## src/ipse_map.svh

```systemverilog
`ifndef IPSE_MAP_SVH
`define IPSE_MAP_SVH
// Register addresses (12-bit special function space)
`define IPSE_ADDR_PRIO1 12'hf9f
`define IPSE_ADDR_PRIO2 12'hfa2
`define IPSE_ADDR_PRIO3 12'hfa5
`define IPSE_ADDR_RCAUSE 12'hfd0
`define IPSE_ADDR_MAIN 12'hff2
`define IPSE_ADDR_CTL2 12'hff1
`define IPSE_ADDR_CTL3 12'hff0
`define IPSE_ADDR_FLAGS 12'hf9e
`define IPSE_ADDR_ENABLES 12'hf9d
`define IPSE_ADDR_CORE 12'hf9c
// Reset values
`define IPSE_PRIO_RST 8'hff
`define IPSE_RCAUSE_RST 8'h3c
`define IPSE_ZERO8 8'h00
`define IPSE_CTL3_RST 8'hc0
// Reset-cause register fields
`define IPSE_RC_PRIO_ON 7
`define IPSE_RC_UNUSED 6
`define IPSE_RC_MISMATCH 5
`define IPSE_RC_RESET_INSN 4
`define IPSE_RC_WDT 3
`define IPSE_RC_PDOWN 2
`define IPSE_RC_POR 1
`define IPSE_RC_BOR 0
// Main control fields
`define IPSE_MC_GHIGH 7
`define IPSE_MC_GLOW 6
`define IPSE_MC_T0_EN 5
`define IPSE_MC_X0_EN 4
`define IPSE_MC_PB_EN 3
`define IPSE_MC_T0_FLAG 2
`define IPSE_MC_X0_FLAG 1
`define IPSE_MC_PB_FLAG 0
// Control two fields
`define IPSE_C2_EDGE0 6
`define IPSE_C2_EDGE1 5
`define IPSE_C2_EDGE2 4
`define IPSE_C2_EDGE3 3
`define IPSE_C2_T0_PRIO 2
`define IPSE_C2_X3_PRIO 1
`define IPSE_C2_PB_PRIO 0
// Control three fields
`define IPSE_C3_X2_PRIO 7
`define IPSE_C3_X1_PRIO 6
`define IPSE_C3_X3_EN 5
`define IPSE_C3_X2_EN 4
`define IPSE_C3_X1_EN 3
`define IPSE_C3_X3_FLAG 2
`define IPSE_C3_X2_FLAG 1
`define IPSE_C3_X1_FLAG 0
// Core control fields (own register)
`define IPSE_CR_PERIPH_EN 0
`define IPSE_CR_T0_16BIT 1
// Unimplemented parallel port priority bit
`define IPSE_PP_PRIO_BIT 7
`define IPSE_T0_MAX8 8'hff
`define IPSE_T0_MAX16 16'hffff
`endif

```

## src/ipse_pkg.sv

```systemverilog
package ipse_pkg;
  typedef enum logic [1:0] {
    IPSE_RUN,
    IPSE_SLEEP,
    IPSE_DEEP
  } ipse_pwr_e;
  // Snapshot of core context saved on interrupt entry
  typedef struct packed {
    logic [7:0] work;
    logic [7:0] status;
    logic [7:0] bank;
  } ipse_ctx_s;
  typedef struct packed {
    logic [7:0] prio1;
    logic [7:0] prio2;
    logic [7:0] prio3;
    logic [7:0] rcause;
    logic [7:0] main_ctl;
    logic [7:0] ctl2;
    logic [7:0] ctl3;
    logic [7:0] core_ctl;
    logic [3:0] pin_prev;
    logic [3:0] pb_prev;
    logic [15:0] t0_prev;
    ipse_pwr_e pwr;
    logic wake;
    logic por_vec;
    logic vec_high;
    logic vec_low;
    logic [20:0] ret_pc;
    ipse_ctx_s shadow;
    logic [7:0] rdata;
  } ipse_state_s;
endpackage

```

## src/ipse_ctrl.sv

```systemverilog
`timescale 1ns/1ps
`include "ipse_map.svh"
// How it works
// - One priority bit per source but pin zero, 1 high
// - Priority bits matter only when levels on
// - Bit 7 enables levels; 0 single level
// - Pins edge triggered; select 1 rising
// - Valid pin edge sets its flag
// - Cleared enable suppresses pin request
// - Enabled pin interrupts wake Sleep
// - Vector only when global enables allow
// - Deep Sleep wakes on pin zero, reset
// - Pin 1,2,3 priorities from writable control bits
// - Pin zero always high priority
// - Eight-bit timer wrap sets overflow flag
// - Sixteen-bit pair wrap sets overflow flag
// - Timer enable main bit 5, priority
// - Port B high nibble change flag
// - Taking interrupt saves PC and shadow
// - Reset-cause flags readable, bit 6 zero
// - Parallel port priority bit unimplemented in small package
// - Single level needs peripheral global enable
module ipse_ctrl #(
  parameter int NPER = 24,
  parameter bit SMALL_PKG = 1'b0
) (
  input wire logic CORE_CLK,
  input wire logic NRST,
  input wire logic [11:0] ADDR,
  input wire logic [7:0] WDATA,
  input wire logic WR,
  input wire logic RD,
  output logic [7:0] RDATA,
  input wire logic [3:0] EXT_PIN,
  input wire logic [7:4] PORTB_IN,
  input wire logic [15:0] T0_COUNT,
  input wire logic [NPER-1:0] PERIPH_FLAG,
  input wire logic [NPER-1:0] PERIPH_EN,
  input wire logic SLEEP_REQ,
  input wire logic DEEP_REQ,
  input wire logic [5:0] CAUSE_SET,
  input wire logic TAKE,
  input wire logic [20:0] CORE_PC,
  input wire ipse_pkg::ipse_ctx_s CORE_CTX,
  output logic IRQ_HIGH,
  output logic IRQ_LOW,
  output logic WAKE,
  output logic POR_VECTOR,
  output logic [20:0] STACK_PC,
  output ipse_pkg::ipse_ctx_s SHADOW
);
  ipse_pkg::ipse_state_s s_reg;
  ipse_pkg::ipse_state_s s_next;

  logic [3:0] pin_edge;
  logic [3:0] pin_prio;
  logic [3:0] pin_en;
  logic [3:0] pin_flag;
  logic [NPER-1:0] per_prio;
  logic levels_on;
  logic any_high;
  logic any_low;
  logic any_pin;
  logic t0_wrap;
  logic pb_change;
  logic [7:0] prio1_mask;

  // Edge test picks rising or falling per select bit
  function automatic logic edge_hit(input logic prev, input logic cur,
                                    input logic rising);
    edge_hit = rising ? (!prev && cur) : (prev && !cur);
  endfunction

  // Hardware set beats software clear on every flag
  function automatic logic [7:0] flag_write(input logic [7:0] old,
      input logic [7:0] wdat, input logic [7:0] setv);
    flag_write = wdat | setv | (old & 8'h00);
  endfunction

  assign levels_on = s_reg.rcause[`IPSE_RC_PRIO_ON];
  // Narrow package hides the parallel port priority bit
  assign prio1_mask = SMALL_PKG ? 8'h7f : 8'hff;

  // Per-pin views of scattered control bits
  always_comb begin
    pin_en = {s_reg.ctl3[`IPSE_C3_X3_EN], s_reg.ctl3[`IPSE_C3_X2_EN],
              s_reg.ctl3[`IPSE_C3_X1_EN], s_reg.main_ctl[`IPSE_MC_X0_EN]};
    pin_flag = {s_reg.ctl3[`IPSE_C3_X3_FLAG], s_reg.ctl3[`IPSE_C3_X2_FLAG],
                s_reg.ctl3[`IPSE_C3_X1_FLAG],
                s_reg.main_ctl[`IPSE_MC_X0_FLAG]};
    // Pin zero has no priority bit: always high
    pin_prio = {s_reg.ctl2[`IPSE_C2_X3_PRIO], s_reg.ctl3[`IPSE_C3_X2_PRIO],
                s_reg.ctl3[`IPSE_C3_X1_PRIO], 1'b1};
    per_prio = NPER'({s_reg.prio3, s_reg.prio2, s_reg.prio1 & prio1_mask});
    for (int i = 0; i < 4; i++) begin
      pin_edge[i] = edge_hit(s_reg.pin_prev[i], EXT_PIN[i],
                    s_reg.ctl2[`IPSE_C2_EDGE0 - i]);
    end
  end

  // Timer wrap seen as max value followed by zero
  assign t0_wrap = s_reg.core_ctl[`IPSE_CR_T0_16BIT] ?
    (s_reg.t0_prev == `IPSE_T0_MAX16 && T0_COUNT == 16'h0000) :
    (s_reg.t0_prev[7:0] == `IPSE_T0_MAX8 &&
     T0_COUNT[7:0] == 8'h00);
  assign pb_change = PORTB_IN != s_reg.pb_prev;

  // Request sort: flag and enable, then priority routing
  always_comb begin
    logic [4:0] core_hi;
    logic [4:0] core_req;
    logic per_hi_any;
    logic per_lo_any;
    core_req = {s_reg.main_ctl[`IPSE_MC_T0_FLAG] &
                s_reg.main_ctl[`IPSE_MC_T0_EN],
                s_reg.main_ctl[`IPSE_MC_PB_FLAG] &
                s_reg.main_ctl[`IPSE_MC_PB_EN],
                pin_flag[3:1] & pin_en[3:1]};
    core_hi = {s_reg.ctl2[`IPSE_C2_T0_PRIO], s_reg.ctl2[`IPSE_C2_PB_PRIO],
               pin_prio[3:1]};
    per_hi_any = |(PERIPH_FLAG & PERIPH_EN & per_prio);
    per_lo_any = |(PERIPH_FLAG & PERIPH_EN & ~per_prio);
    any_pin = |(pin_flag & pin_en);
    if (levels_on) begin
      any_high = (|(core_req & core_hi)) || (pin_flag[0] && pin_en[0]) ||
                 per_hi_any;
      any_low = (|(core_req & ~core_hi)) || per_lo_any;
    end else begin
      any_high = (|core_req) || (pin_flag[0] && pin_en[0]) ||
        ((per_hi_any || per_lo_any) &&
         s_reg.core_ctl[`IPSE_CR_PERIPH_EN]);
      any_low = 1'b0;
    end
  end

  // Next-state logic: bus, flags, power and vectoring
  always_comb begin
    logic [7:0] mset;
    logic [7:0] c3set;
    logic ghigh;
    logic glow;
    mset = `IPSE_ZERO8;
    c3set = `IPSE_ZERO8;
    ghigh = s_reg.main_ctl[`IPSE_MC_GHIGH];
    glow = s_reg.main_ctl[`IPSE_MC_GLOW];
    s_next = s_reg;
    s_next.pin_prev = EXT_PIN;
    s_next.pb_prev = PORTB_IN;
    s_next.t0_prev = T0_COUNT;
    s_next.rdata = `IPSE_ZERO8;
    mset[`IPSE_MC_X0_FLAG] = pin_edge[0];
    mset[`IPSE_MC_T0_FLAG] = t0_wrap;
    mset[`IPSE_MC_PB_FLAG] = pb_change;
    c3set[`IPSE_C3_X1_FLAG] = pin_edge[1];
    c3set[`IPSE_C3_X2_FLAG] = pin_edge[2];
    c3set[`IPSE_C3_X3_FLAG] = pin_edge[3];
    s_next.main_ctl = s_reg.main_ctl | mset;
    s_next.ctl3 = s_reg.ctl3 | c3set;
    s_next.rcause = s_reg.rcause | {2'b00, CAUSE_SET};
    if (WR) begin
      unique case (ADDR)
        `IPSE_ADDR_PRIO1: s_next.prio1 = WDATA & prio1_mask;
        `IPSE_ADDR_PRIO2: s_next.prio2 = WDATA;
        `IPSE_ADDR_PRIO3: s_next.prio3 = WDATA;
        `IPSE_ADDR_RCAUSE: begin
          // Power flags are read only; set wins over clear
          s_next.rcause = {WDATA[7], 1'b0, WDATA[5:4],
                           s_reg.rcause[3:2], WDATA[1:0]} |
                          {2'b00, CAUSE_SET};
        end
        `IPSE_ADDR_MAIN: s_next.main_ctl = flag_write(s_reg.main_ctl,
                                           WDATA, mset);
        `IPSE_ADDR_CTL2: s_next.ctl2 = WDATA;
        `IPSE_ADDR_CTL3: s_next.ctl3 = flag_write(s_reg.ctl3, WDATA, c3set);
        `IPSE_ADDR_CORE: s_next.core_ctl = WDATA;
        default: ;
      endcase
    end
    if (RD) begin
      unique case (ADDR)
        `IPSE_ADDR_PRIO1: s_next.rdata = s_reg.prio1;
        `IPSE_ADDR_PRIO2: s_next.rdata = s_reg.prio2;
        `IPSE_ADDR_PRIO3: s_next.rdata = s_reg.prio3;
        `IPSE_ADDR_RCAUSE: s_next.rdata = s_reg.rcause;
        `IPSE_ADDR_MAIN: s_next.rdata = s_reg.main_ctl;
        `IPSE_ADDR_CTL2: s_next.rdata = s_reg.ctl2;
        `IPSE_ADDR_CTL3: s_next.rdata = s_reg.ctl3;
        `IPSE_ADDR_CORE: s_next.rdata = s_reg.core_ctl;
        `IPSE_ADDR_FLAGS: s_next.rdata = {6'h00, any_low, any_high};
        default: s_next.rdata = `IPSE_ZERO8;
      endcase
    end
    s_next.wake = 1'b0;
    s_next.por_vec = 1'b0;
    // Power state: Sleep wake uses enables and, in single level, the peripheral global enable; Deep wakes on a pin 0 edge alone
    unique case (s_reg.pwr)
      ipse_pkg::IPSE_RUN: begin
        if (DEEP_REQ) begin
          s_next.pwr = ipse_pkg::IPSE_DEEP;
        end else if (SLEEP_REQ) begin
          s_next.pwr = ipse_pkg::IPSE_SLEEP;
        end
      end
      ipse_pkg::IPSE_SLEEP: begin
        if (any_pin || any_high || any_low) begin
          s_next.pwr = ipse_pkg::IPSE_RUN;
          s_next.wake = 1'b1;
        end
      end
      ipse_pkg::IPSE_DEEP: begin
        if (pin_edge[0]) begin
          s_next.pwr = ipse_pkg::IPSE_RUN;
          s_next.wake = 1'b1;
          s_next.por_vec = 1'b1;
        end
      end
      default: s_next.pwr = ipse_pkg::IPSE_RUN;
    endcase
    // Vector only while running and globally enabled
    s_next.vec_high = (s_reg.pwr == ipse_pkg::IPSE_RUN) && any_high &&
                      ghigh;
    s_next.vec_low = (s_reg.pwr == ipse_pkg::IPSE_RUN) && any_low &&
                     ghigh && glow && levels_on;
    if (TAKE) begin
      s_next.ret_pc = CORE_PC;
      s_next.shadow = CORE_CTX;
    end
  end

  // Single register stage for all state
  always_ff @(posedge CORE_CLK) begin
    if (!NRST) begin
      s_reg <= '0;
      s_reg.prio1 <= `IPSE_PRIO_RST & prio1_mask;
      s_reg.prio2 <= `IPSE_PRIO_RST;
      s_reg.prio3 <= `IPSE_PRIO_RST;
      s_reg.rcause <= `IPSE_RCAUSE_RST;
      s_reg.ctl2 <= `IPSE_PRIO_RST;
      s_reg.ctl3 <= `IPSE_CTL3_RST;
      s_reg.pwr <= ipse_pkg::IPSE_RUN;
      // History loads live levels: a pin held high is no edge
      s_reg.pin_prev <= EXT_PIN;
      s_reg.pb_prev <= PORTB_IN;
    end else begin
      s_reg <= s_next;
    end
  end

  assign RDATA = s_reg.rdata;
  assign IRQ_HIGH = s_reg.vec_high;
  assign IRQ_LOW = s_reg.vec_low;
  assign WAKE = s_reg.wake;
  assign POR_VECTOR = s_reg.por_vec;
  assign STACK_PC = s_reg.ret_pc;
  assign SHADOW = s_reg.shadow;

  // Checks
  property p_bit6_zero;
    @(posedge CORE_CLK) disable iff (!NRST)
      !s_reg.rcause[`IPSE_RC_UNUSED];
  endproperty
  a_bit6_zero: assert property (p_bit6_zero)
    else $error("unused reset-cause bit set");

  property p_edge_flag;
    @(posedge CORE_CLK) disable iff (!NRST)
      pin_edge[0] |=> s_reg.main_ctl[`IPSE_MC_X0_FLAG];
  endproperty
  a_edge_flag: assert property (p_edge_flag)
    else $error("pin edge did not set flag");

  property p_no_low_single;
    @(posedge CORE_CLK) disable iff (!NRST)
      !levels_on |=> !IRQ_LOW;
  endproperty
  a_no_low_single: assert property (p_no_low_single)
    else $error("low vector in single level mode");

  property p_take_save;
    @(posedge CORE_CLK) disable iff (!NRST)
      TAKE |=> (STACK_PC == $past(CORE_PC)) && (SHADOW == $past(CORE_CTX));
  endproperty
  a_take_save: assert property (p_take_save)
    else $error("context not saved");

  property p_high_gate;
    @(posedge CORE_CLK) disable iff (!NRST)
      IRQ_HIGH |-> $past(s_reg.main_ctl[`IPSE_MC_GHIGH]);
  endproperty
  a_high_gate: assert property (p_high_gate)
    else $error("high vector without global enable");

  property p_deep_por;
    @(posedge CORE_CLK) disable iff (!NRST)
      (s_reg.pwr == ipse_pkg::IPSE_DEEP && pin_edge[0]) |=>
        POR_VECTOR && WAKE;
  endproperty
  a_deep_por: assert property (p_deep_por)
    else $error("deep sleep wake missing");

  property p_t0_wrap8;
    @(posedge CORE_CLK) disable iff (!NRST)
      (!s_reg.core_ctl[`IPSE_CR_T0_16BIT] && t0_wrap) |=>
        s_reg.main_ctl[`IPSE_MC_T0_FLAG];
  endproperty
  a_t0_wrap8: assert property (p_t0_wrap8)
    else $error("timer wrap lost");

  property p_pp_prio;
    @(posedge CORE_CLK) disable iff (!NRST)
      SMALL_PKG |-> !s_reg.prio1[`IPSE_PP_PRIO_BIT];
  endproperty
  a_pp_prio: assert property (p_pp_prio)
    else $error("parallel port priority present");

  c_wake: cover property (@(posedge CORE_CLK) disable iff (!NRST) WAKE);
  c_low: cover property (@(posedge CORE_CLK) disable iff (!NRST) IRQ_LOW);
  c_take: cover property (@(posedge CORE_CLK) disable iff (!NRST)
                          IRQ_HIGH ##1 TAKE);
  c_deep: cover property (@(posedge CORE_CLK) disable iff (!NRST)
                          POR_VECTOR);
  c_wrap16: cover property (@(posedge CORE_CLK) disable iff (!NRST)
                            s_reg.core_ctl[`IPSE_CR_T0_16BIT] && t0_wrap);

  // Port B change seen from the raw input, not the helper
  property p_pb_flag;
    @(posedge CORE_CLK) disable iff (!NRST)
      (PORTB_IN != s_reg.pb_prev) |=> s_reg.main_ctl[`IPSE_MC_PB_FLAG];
  endproperty
  a_pb_flag: assert property (p_pb_flag)
    else $error("port change did not set flag");

  property p_t0_wrap16;
    @(posedge CORE_CLK) disable iff (!NRST)
      (s_reg.core_ctl[`IPSE_CR_T0_16BIT] &&
       s_reg.t0_prev == `IPSE_T0_MAX16 && T0_COUNT == 16'h0000) |=>
        s_reg.main_ctl[`IPSE_MC_T0_FLAG];
  endproperty
  a_t0_wrap16: assert property (p_t0_wrap16)
    else $error("sixteen bit timer wrap lost");

  // Pin 1 polarity checked apart from the shared edge function
  property p_pin1_rise;
    @(posedge CORE_CLK) disable iff (!NRST)
      (s_reg.ctl2[`IPSE_C2_EDGE1] && !s_reg.pin_prev[1] && EXT_PIN[1]) |=>
        s_reg.ctl3[`IPSE_C3_X1_FLAG];
  endproperty
  a_pin1_rise: assert property (p_pin1_rise)
    else $error("rising edge on pin one missed");

  property p_pin1_fall;
    @(posedge CORE_CLK) disable iff (!NRST)
      (!s_reg.ctl2[`IPSE_C2_EDGE1] && s_reg.pin_prev[1] && !EXT_PIN[1]) |=>
        s_reg.ctl3[`IPSE_C3_X1_FLAG];
  endproperty
  a_pin1_fall: assert property (p_pin1_fall)
    else $error("falling edge on pin one missed");

  property p_low_gate;
    @(posedge CORE_CLK) disable iff (!NRST)
      IRQ_LOW |-> $past(s_reg.main_ctl[`IPSE_MC_GLOW]) &&
        $past(s_reg.main_ctl[`IPSE_MC_GHIGH]);
  endproperty
  a_low_gate: assert property (p_low_gate)
    else $error("low vector without both global enables");

  // Power flags survive a software write
  property p_rc_ro;
    @(posedge CORE_CLK) disable iff (!NRST)
      (WR && ADDR == `IPSE_ADDR_RCAUSE) |=>
        s_reg.rcause[3:2] == ($past(s_reg.rcause[3:2]) |
                              $past(CAUSE_SET[3:2]));
  endproperty
  a_rc_ro: assert property (p_rc_ro)
    else $error("read only reset-cause bits written");

  property p_prio_on;
    @(posedge CORE_CLK) disable iff (!NRST)
      (WR && ADDR == `IPSE_ADDR_RCAUSE) |=>
        levels_on == $past(WDATA[`IPSE_RC_PRIO_ON]);
  endproperty
  a_prio_on: assert property (p_prio_on)
    else $error("priority enable bit not written");

  property p_pin_wake;
    @(posedge CORE_CLK) disable iff (!NRST)
      (s_reg.pwr == ipse_pkg::IPSE_SLEEP && |(pin_flag & pin_en)) |=> WAKE;
  endproperty
  a_pin_wake: assert property (p_pin_wake)
    else $error("enabled pin did not wake");
endmodule

```

## config.mk

```make
export PLATFORM = sky130hd
export DESIGN_NAME = ipse_ctrl
export DESIGN_NICKNAME = d
export VERILOG_FILES = /design/src/ipse_pkg.sv /design/src/ipse_ctrl.sv
export VERILOG_INCLUDE_DIRS = /design/src
export SDC_FILE = /design/constraint.sdc
export NUM_CORES = 1
export LEC_CHECK = 0
export ABC_AREA = 1
export BUFFER_PORTS_ARGS = -buffer_cell sky130_fd_sc_hd__buf_2
export CORE_UTILIZATION = 47
export CTS_CLUSTER_DIAMETER = 120
export DETAILED_ROUTE_END_ITERATION = 8
export PLACE_DENSITY_LB_ADDON = 0.15
export SLEW_MARGIN = 20
export SYNTH_ARGS = -nofsm -noshare
export SYNTH_HDL_FRONTEND = slang
export SYNTH_SLANG_ARGS = --single-unit
```

## constraint.sdc

```tcl
create_clock -name CORE_CLK -period 1.3 [get_ports CORE_CLK]
set_input_delay 0.065 -clock CORE_CLK [delete_from_list [all_inputs] [get_ports CORE_CLK]]
set_output_delay 0.065 -clock CORE_CLK [all_outputs]
set_load 0.1 [all_outputs]
```

After elaboration in Yosys (flattened, before gate mapping)
Cells that the tools add are included.
- flip-flop bits (word level): 147
- latch bits: 0
- memory bits (writable): 0
- memory bits (read-only): 0
- word-level logic and storage cells: 126
- memories kept: 0
- $add $sub $neg: 0
- multiply operators: 0
- div/mod/pow operators: 0
- magnitude comparators: 0
- eq/ne operators: 17
- shifts and indexed selects: 0
- multiplexer cells: 20
- bitwise gates (word level): 17
- reductions and logical operators: 51
- operator list (kind ; count):
    $eq 12x12->1 const B ; 9
    $and 24x24->24 ; 3
    $pmux 8 s9 ; 1
    $reduce_or 24->1 ; 2
    $mux 40 ; 1
    $mux 8 ; 5
    $or 8x3->8 ; 4
    $not 24->24 ; 1
    $logic_and 1x1->1 ; 18
    $eq 16x16->1 const B ; 1
    $logic_not 16->1 ; 1
    $or 8x6->8 ; 2
    $reduce_or 5->1 ; 3
    $reduce_and 2->1 ; 7
    $and 5x5->5 ; 2
    $eq 8x8->1 const B ; 1
    $logic_not 1->1 ; 8
    $logic_not 8->1 ; 1
    $logic_or 1x1->1 ; 8
    $mux 1 ; 7
    $pmux 2 s3 ; 1
    $not 5->5 ; 1
    $and 4x4->4 ; 1
    $mux 2 ; 2
    other kinds (13) ; 15

Depth between registers and ports, before layout
- word-level depth: 11
- gate-level depth with buffers: 14
- mapped depth without buffers: 14

Worst setup path after synthesis
No wires, ideal clock.
- path type: register to register
- from: register s_reg (netlist bit per_prio[6])
- to: register s_reg[57] (netlist bit)
- data arrival time: 1.331 ns
- required time: 1.185 ns
- setup slack: -0.146 ns
- stages on the path, launching flop included: 12
- buffers on the path: 0
- path through: dfxtp_1 inv_1 nand3_1 nand2_1 nor2_1 nand3_1 nor2_1 nand2_1 a21oi_1 nand3_1 a21oi_1 nor2_1
- longest elaborated chain between the ends: 11
- elaborated cells between the ends (all ways): 16
- classes of those cells: eq/ne (1); mux (2); bitwise (3); reduce/logical (10)
- ends and longest elaborated chain (element ; line ; source):
    start, declared ; ipse_ctrl.sv:52 ; ipse_pkg::ipse_state_s s_reg;
    start signal, assigned ; ipse_ctrl.sv:245 ; s_reg <= s_next;
    $not 24->24 ; ipse_ctrl.sv:122 ; per_lo_any = |(PERIPH_FLAG & PERIPH_EN & ~per_prio);
    $and 24x24->24 ; ipse_ctrl.sv:122 ;
    $reduce_or 24->1 ; ipse_ctrl.sv:122 ;
    $logic_or 1x1->1 ; ipse_ctrl.sv:130 ; ((per_hi_any || per_lo_any) &&
    $logic_and 1x1->1 ; ipse_ctrl.sv:130 ;
    $logic_or 1x1->1 ; ipse_ctrl.sv:129 ; any_high = (|core_req) || (pin_flag[0] && pin_en[0]) ||
    $mux 1 ; ipse_ctrl.sv:124 ; if (levels_on) begin
    $logic_or 1x1->1 ; ipse_ctrl.sv:205 ; if (any_pin || any_high || any_low) begin
    $logic_or 1x1->1 (*) ; ipse_ctrl.sv:205 ;
    $ne 2x2->1 (no line) (*) ; n/a ;
    $reduce_and 3->1 (no line) (*) ; n/a ;
Every way passes the cells marked *; elsewhere a longest branch is shown, timed or not.
A chain may end at the register's enable or synchronous reset.

Final worst setup path
- from: register s_reg (netlist bit per_prio[7])
- to: register s_reg (netlist bit WAKE)
- longest elaborated chain between the ends: 11
- elaborated cells between the ends (all ways): 16
- classes of those cells: mux (4); bitwise (3); reduce/logical (9)
- ends and longest elaborated chain (element ; line ; source):
    $not 24->24 ; ipse_ctrl.sv:122 ;
    $and 24x24->24 ; ipse_ctrl.sv:122 ;
    $reduce_or 24->1 ; ipse_ctrl.sv:122 ;
    $logic_or 1x1->1 ; ipse_ctrl.sv:130 ;
    $logic_and 1x1->1 ; ipse_ctrl.sv:130 ;
    $logic_or 1x1->1 ; ipse_ctrl.sv:129 ;
    $mux 1 ; ipse_ctrl.sv:124 ;
    $logic_or 1x1->1 ; ipse_ctrl.sv:205 ;
    $logic_or 1x1->1 (*) ; ipse_ctrl.sv:205 ;
    $mux 3 (*) ; ipse_ctrl.sv:205 ;
    $pmux 1 s2 (*) ; ipse_ctrl.sv:196 ; unique case (s_reg.pwr)
Every way passes the cells marked *; elsewhere a longest branch is shown, timed or not. The select of a mux whose other input is x is not followed.

==> results.md <==
- Flop pwr share: 38.9%
- Routed Antenna Nets: 0
- Final setup violation count: 7
- Share of cells above drive strength 1: 37.5%
- Worst EP arrival: 2000 ps
- Most common library cell in the layout ignoring fill and taps: buf_2
- Final WL: 21.4 mm
- Clk root buf: clkbuf_16
- First-pass GRT wire length: 33.6 mm
- Crit-path cells: nand3b_1 -> nand2_1 -> nor2_2 -> nand3_2 -> nor2_4 -> nand2_1 -> nand2_1 -> nand2_2 -> nand2_4 -> buf_4 -> nand2_1 -> nand2_1 -> a21oi_2
- Post-synthesis sequential area ratio: 43.4%
- CP max stage delay: 350 ps
- Pre-CTS setup slack: -457 ps
- DIE AREA: 14800 µm²
- Ys flop type: dfxtp_1
- P per Cell Area: 1220 nW/µm²
- Chip width: 122 µm
- Setup crit start kind: register
- Starting density of the core: 48.3%
- Number of antenna violations at the first check in global routing: 0
- TritonCTS buffer count: 17
- Storage cell area: 2950 µm²
- Clk Latency, worst-skew pair: 420 ps
- Port-buffer cells: 206
- Commonest non-fill, non-tap cells in the layout: buf_2, nor2_1, dfxtp_1
- Static Leak: 5.20 nW
- Pint: 8.56 mW
- Switching power: 3.66 mW
- Hold Path Stages: 6
- Largest net degree at the start of global routing: 49
- RSZ-0062 raised after global routing: yes
- Drt first pass iters: 5
- Syn Nets: 1045
- Max Cap Viol: 0
- Largest cells by area after synthesis: dfxtp_1, nor2_1, nand2_1
- Clk pwr share: 41.8%
- Fillers: 1097
- Multi-input combinational cell area: 3180 µm²
- Initial DRC count: 597
- Sw Share: 29.9%
- Status: finished with violations
- I/O pin count: 207
- VDD IR max: 1280 µV
- Worst hold path type: primary input to register
- Core Area: 13900 µm²
- Final Net Count: 1376
- Crit-path max FO: 3
- Synth area leader: dfxtp_1
- Number of flops mapped to enable cells by yosys: 0
- Fin. max-slew vios: 0
- Yosys reg bits: 146
- Fin Clk Skew: 6.76 ps
- Num rows: 43
- Syn Std Cell Area: 6740 µm²
- Endpoints failing hold: 0
- Clock buffer depth: 2
- Mapped Cells: 891
- CP dominant cell by count: nand2_1
- Synth warn: 0
- DR vias: 7216
- Non-Filler Instances: 1415
- Gr ovfl total: 0
- Post-synthesis area per instance: 7.56 µm²
- Cell variety after synth: 46
- Fin crit share: 129%
- Vias in the first global route: 7063
- Ant diodes: 0
- Critical Path RT: 1620 ps
- FF-to-FF path depth: 13
- Critical path's top delay family: simple AND/OR/NAND/NOR gates
- Final min period: 1680 ps
- Placed cell count: 1298
- Max FFs per register: 53
- CTS Sinks: 146
- Slew @ Worst Pin: 503 ps
- DPL Wire Length: 14.6 mm
- Max Fclk: 0.594 GHz
- DR DRC count: 0
- Async set-or-reset flop fraction in the synthesized netlist: 0%
- Final RePlAce weighted congestion: 0.973
- Die span in y: 122 µm
- Slew HR: 66.7%
- Htree depth: 4
- Slowest-stage cell, CP: dfxtp_2
- Crit Path Category: register to register
- Kind of end point of the critical path: register
- Final WS setup: -382 ps
- Violated checks: setup timing
- Clk pin slew, worst setup/hold paths: 60 ps
- Total track usage: 29.5%
- Drt wl/cell: 15.1 µm
- Worst Path Buf+Inv: 1
- Vias per inst: 5.10
- CTS tree: done
- WP depth: 13
- Combinational power share: 19.3%
- Synth top area share: 43.4%
- Syn-to-layout area delta: 48.9%
-- per-layer routing --
| metal | vias to the layer above | routed length [µm] | track usage, % |
|---|---|---|---|
| li1 | 3584 | - | - |
| met1 | 3327 | 9080 | 35.6 |
| met2 | 280 | 10600 | 50.9 |
| met3 | 25 | 1390 | 5.85 |
| met4 | 0 | 312 | 12.5 |
| met5 | - | 0 | 0 |
-- through the flow --
stage / area [µm²] / hold WS [ps] / utilization, % / TNS [ps] / power [mW]
after global routing: 10000 / 67.2 / 72.0 / -2420 / 12.6
after global placement: 8320 / 190 / 59.7 / -7300 / 6.85
after detailed placement: 8320 / 193 / 59.7 / -7590 / 6.86
final: 10000 / 50.2 / 72.0 / -1930 / 12.2
after CTS: 9850 / 33.5 / 70.7 / -1330 / 12.2
after floorplan: 6770 / 92.7 / - / -180 / 6.30
-- Yosys cell counts, types with 5 or more instances --
cell and number:
o221ai_1 5, nor2_4 5, nand3_1 68, inv_1 83
nor2_1 137, a22oi_1 5, nand4_1 14, inv_2 8
o21ai_0 74, clkbuf_1 21, dfxtp_1 146, o22ai_1 11
nor2_2 6, o211ai_2 8, nand2_2 5, nand2_1 128
a21oi_1 33, o211ai_1 27, buf_4 54
-- worst min-delay path: stages --
cell and delay, ps:
buf_2 100, nor2_1 50, nand2_1 50, nand3_1 70, nand2_1 60, nor2_1 40
-- power by group through the flow --
stage	clock network [mW]	logic (mW)	registers (mW)
2_1_floorplan	0	1.44	4.86
3_3_place_gp	0	2.01	4.84
3_5_place_dp	0	2.02	4.84
4_1_cts	5.17	2.28	4.75
5_1_grt	5.34	2.52	4.77
6_report	5.11	2.35	4.75
-- cell type report --
cell class                      count  area share, %
Multi-Input combinational cell    571           31.7
Timing Repair Buffer              394           27.1
Inverter                           92           3.46
Clock buffer                       18           4.38
Sequential cell                   146           29.4
Tap cell                          180           2.25
Clock inverter                     14           1.77
-- cell families (layout without fill, tap and decap cells) --
family,count (synthesis),after routing,share of synthesized area [%]
buffers and inverters,174,518,13.0
DFF,146,146,43.4
and+or+nand+nor,386,386,26.1
AOI/OAI and AO/OA,177,177,16.3
xor gates and xnor gates,4,4,0.520
adders and majority gates,4,4,0.743
-- timing repair --
item | 4_1_cts | 5_1_grt
cloned | 0 | 0
resized for setup | 31 | 42
buffers inserted | 3 | 2
setup endpoints to repair | 8 | 16
hold endpoints to repair | 89 | 0
hold buffers | 81 | 0
pin swaps | 16 | 20
-- path summary, 6_finish.rpt --
path	start	to	slack (ps)
hold reg to reg	s_reg[118]	s_reg[118]	460
setup reg to reg	per_prio[7]	WAKE	-380
hold / removal	DEEP_REQ	s_reg[57]	50
setup / recovery	per_prio[7]	WAKE	-380
Note: power is estimated with default switching activity, not from simulation.
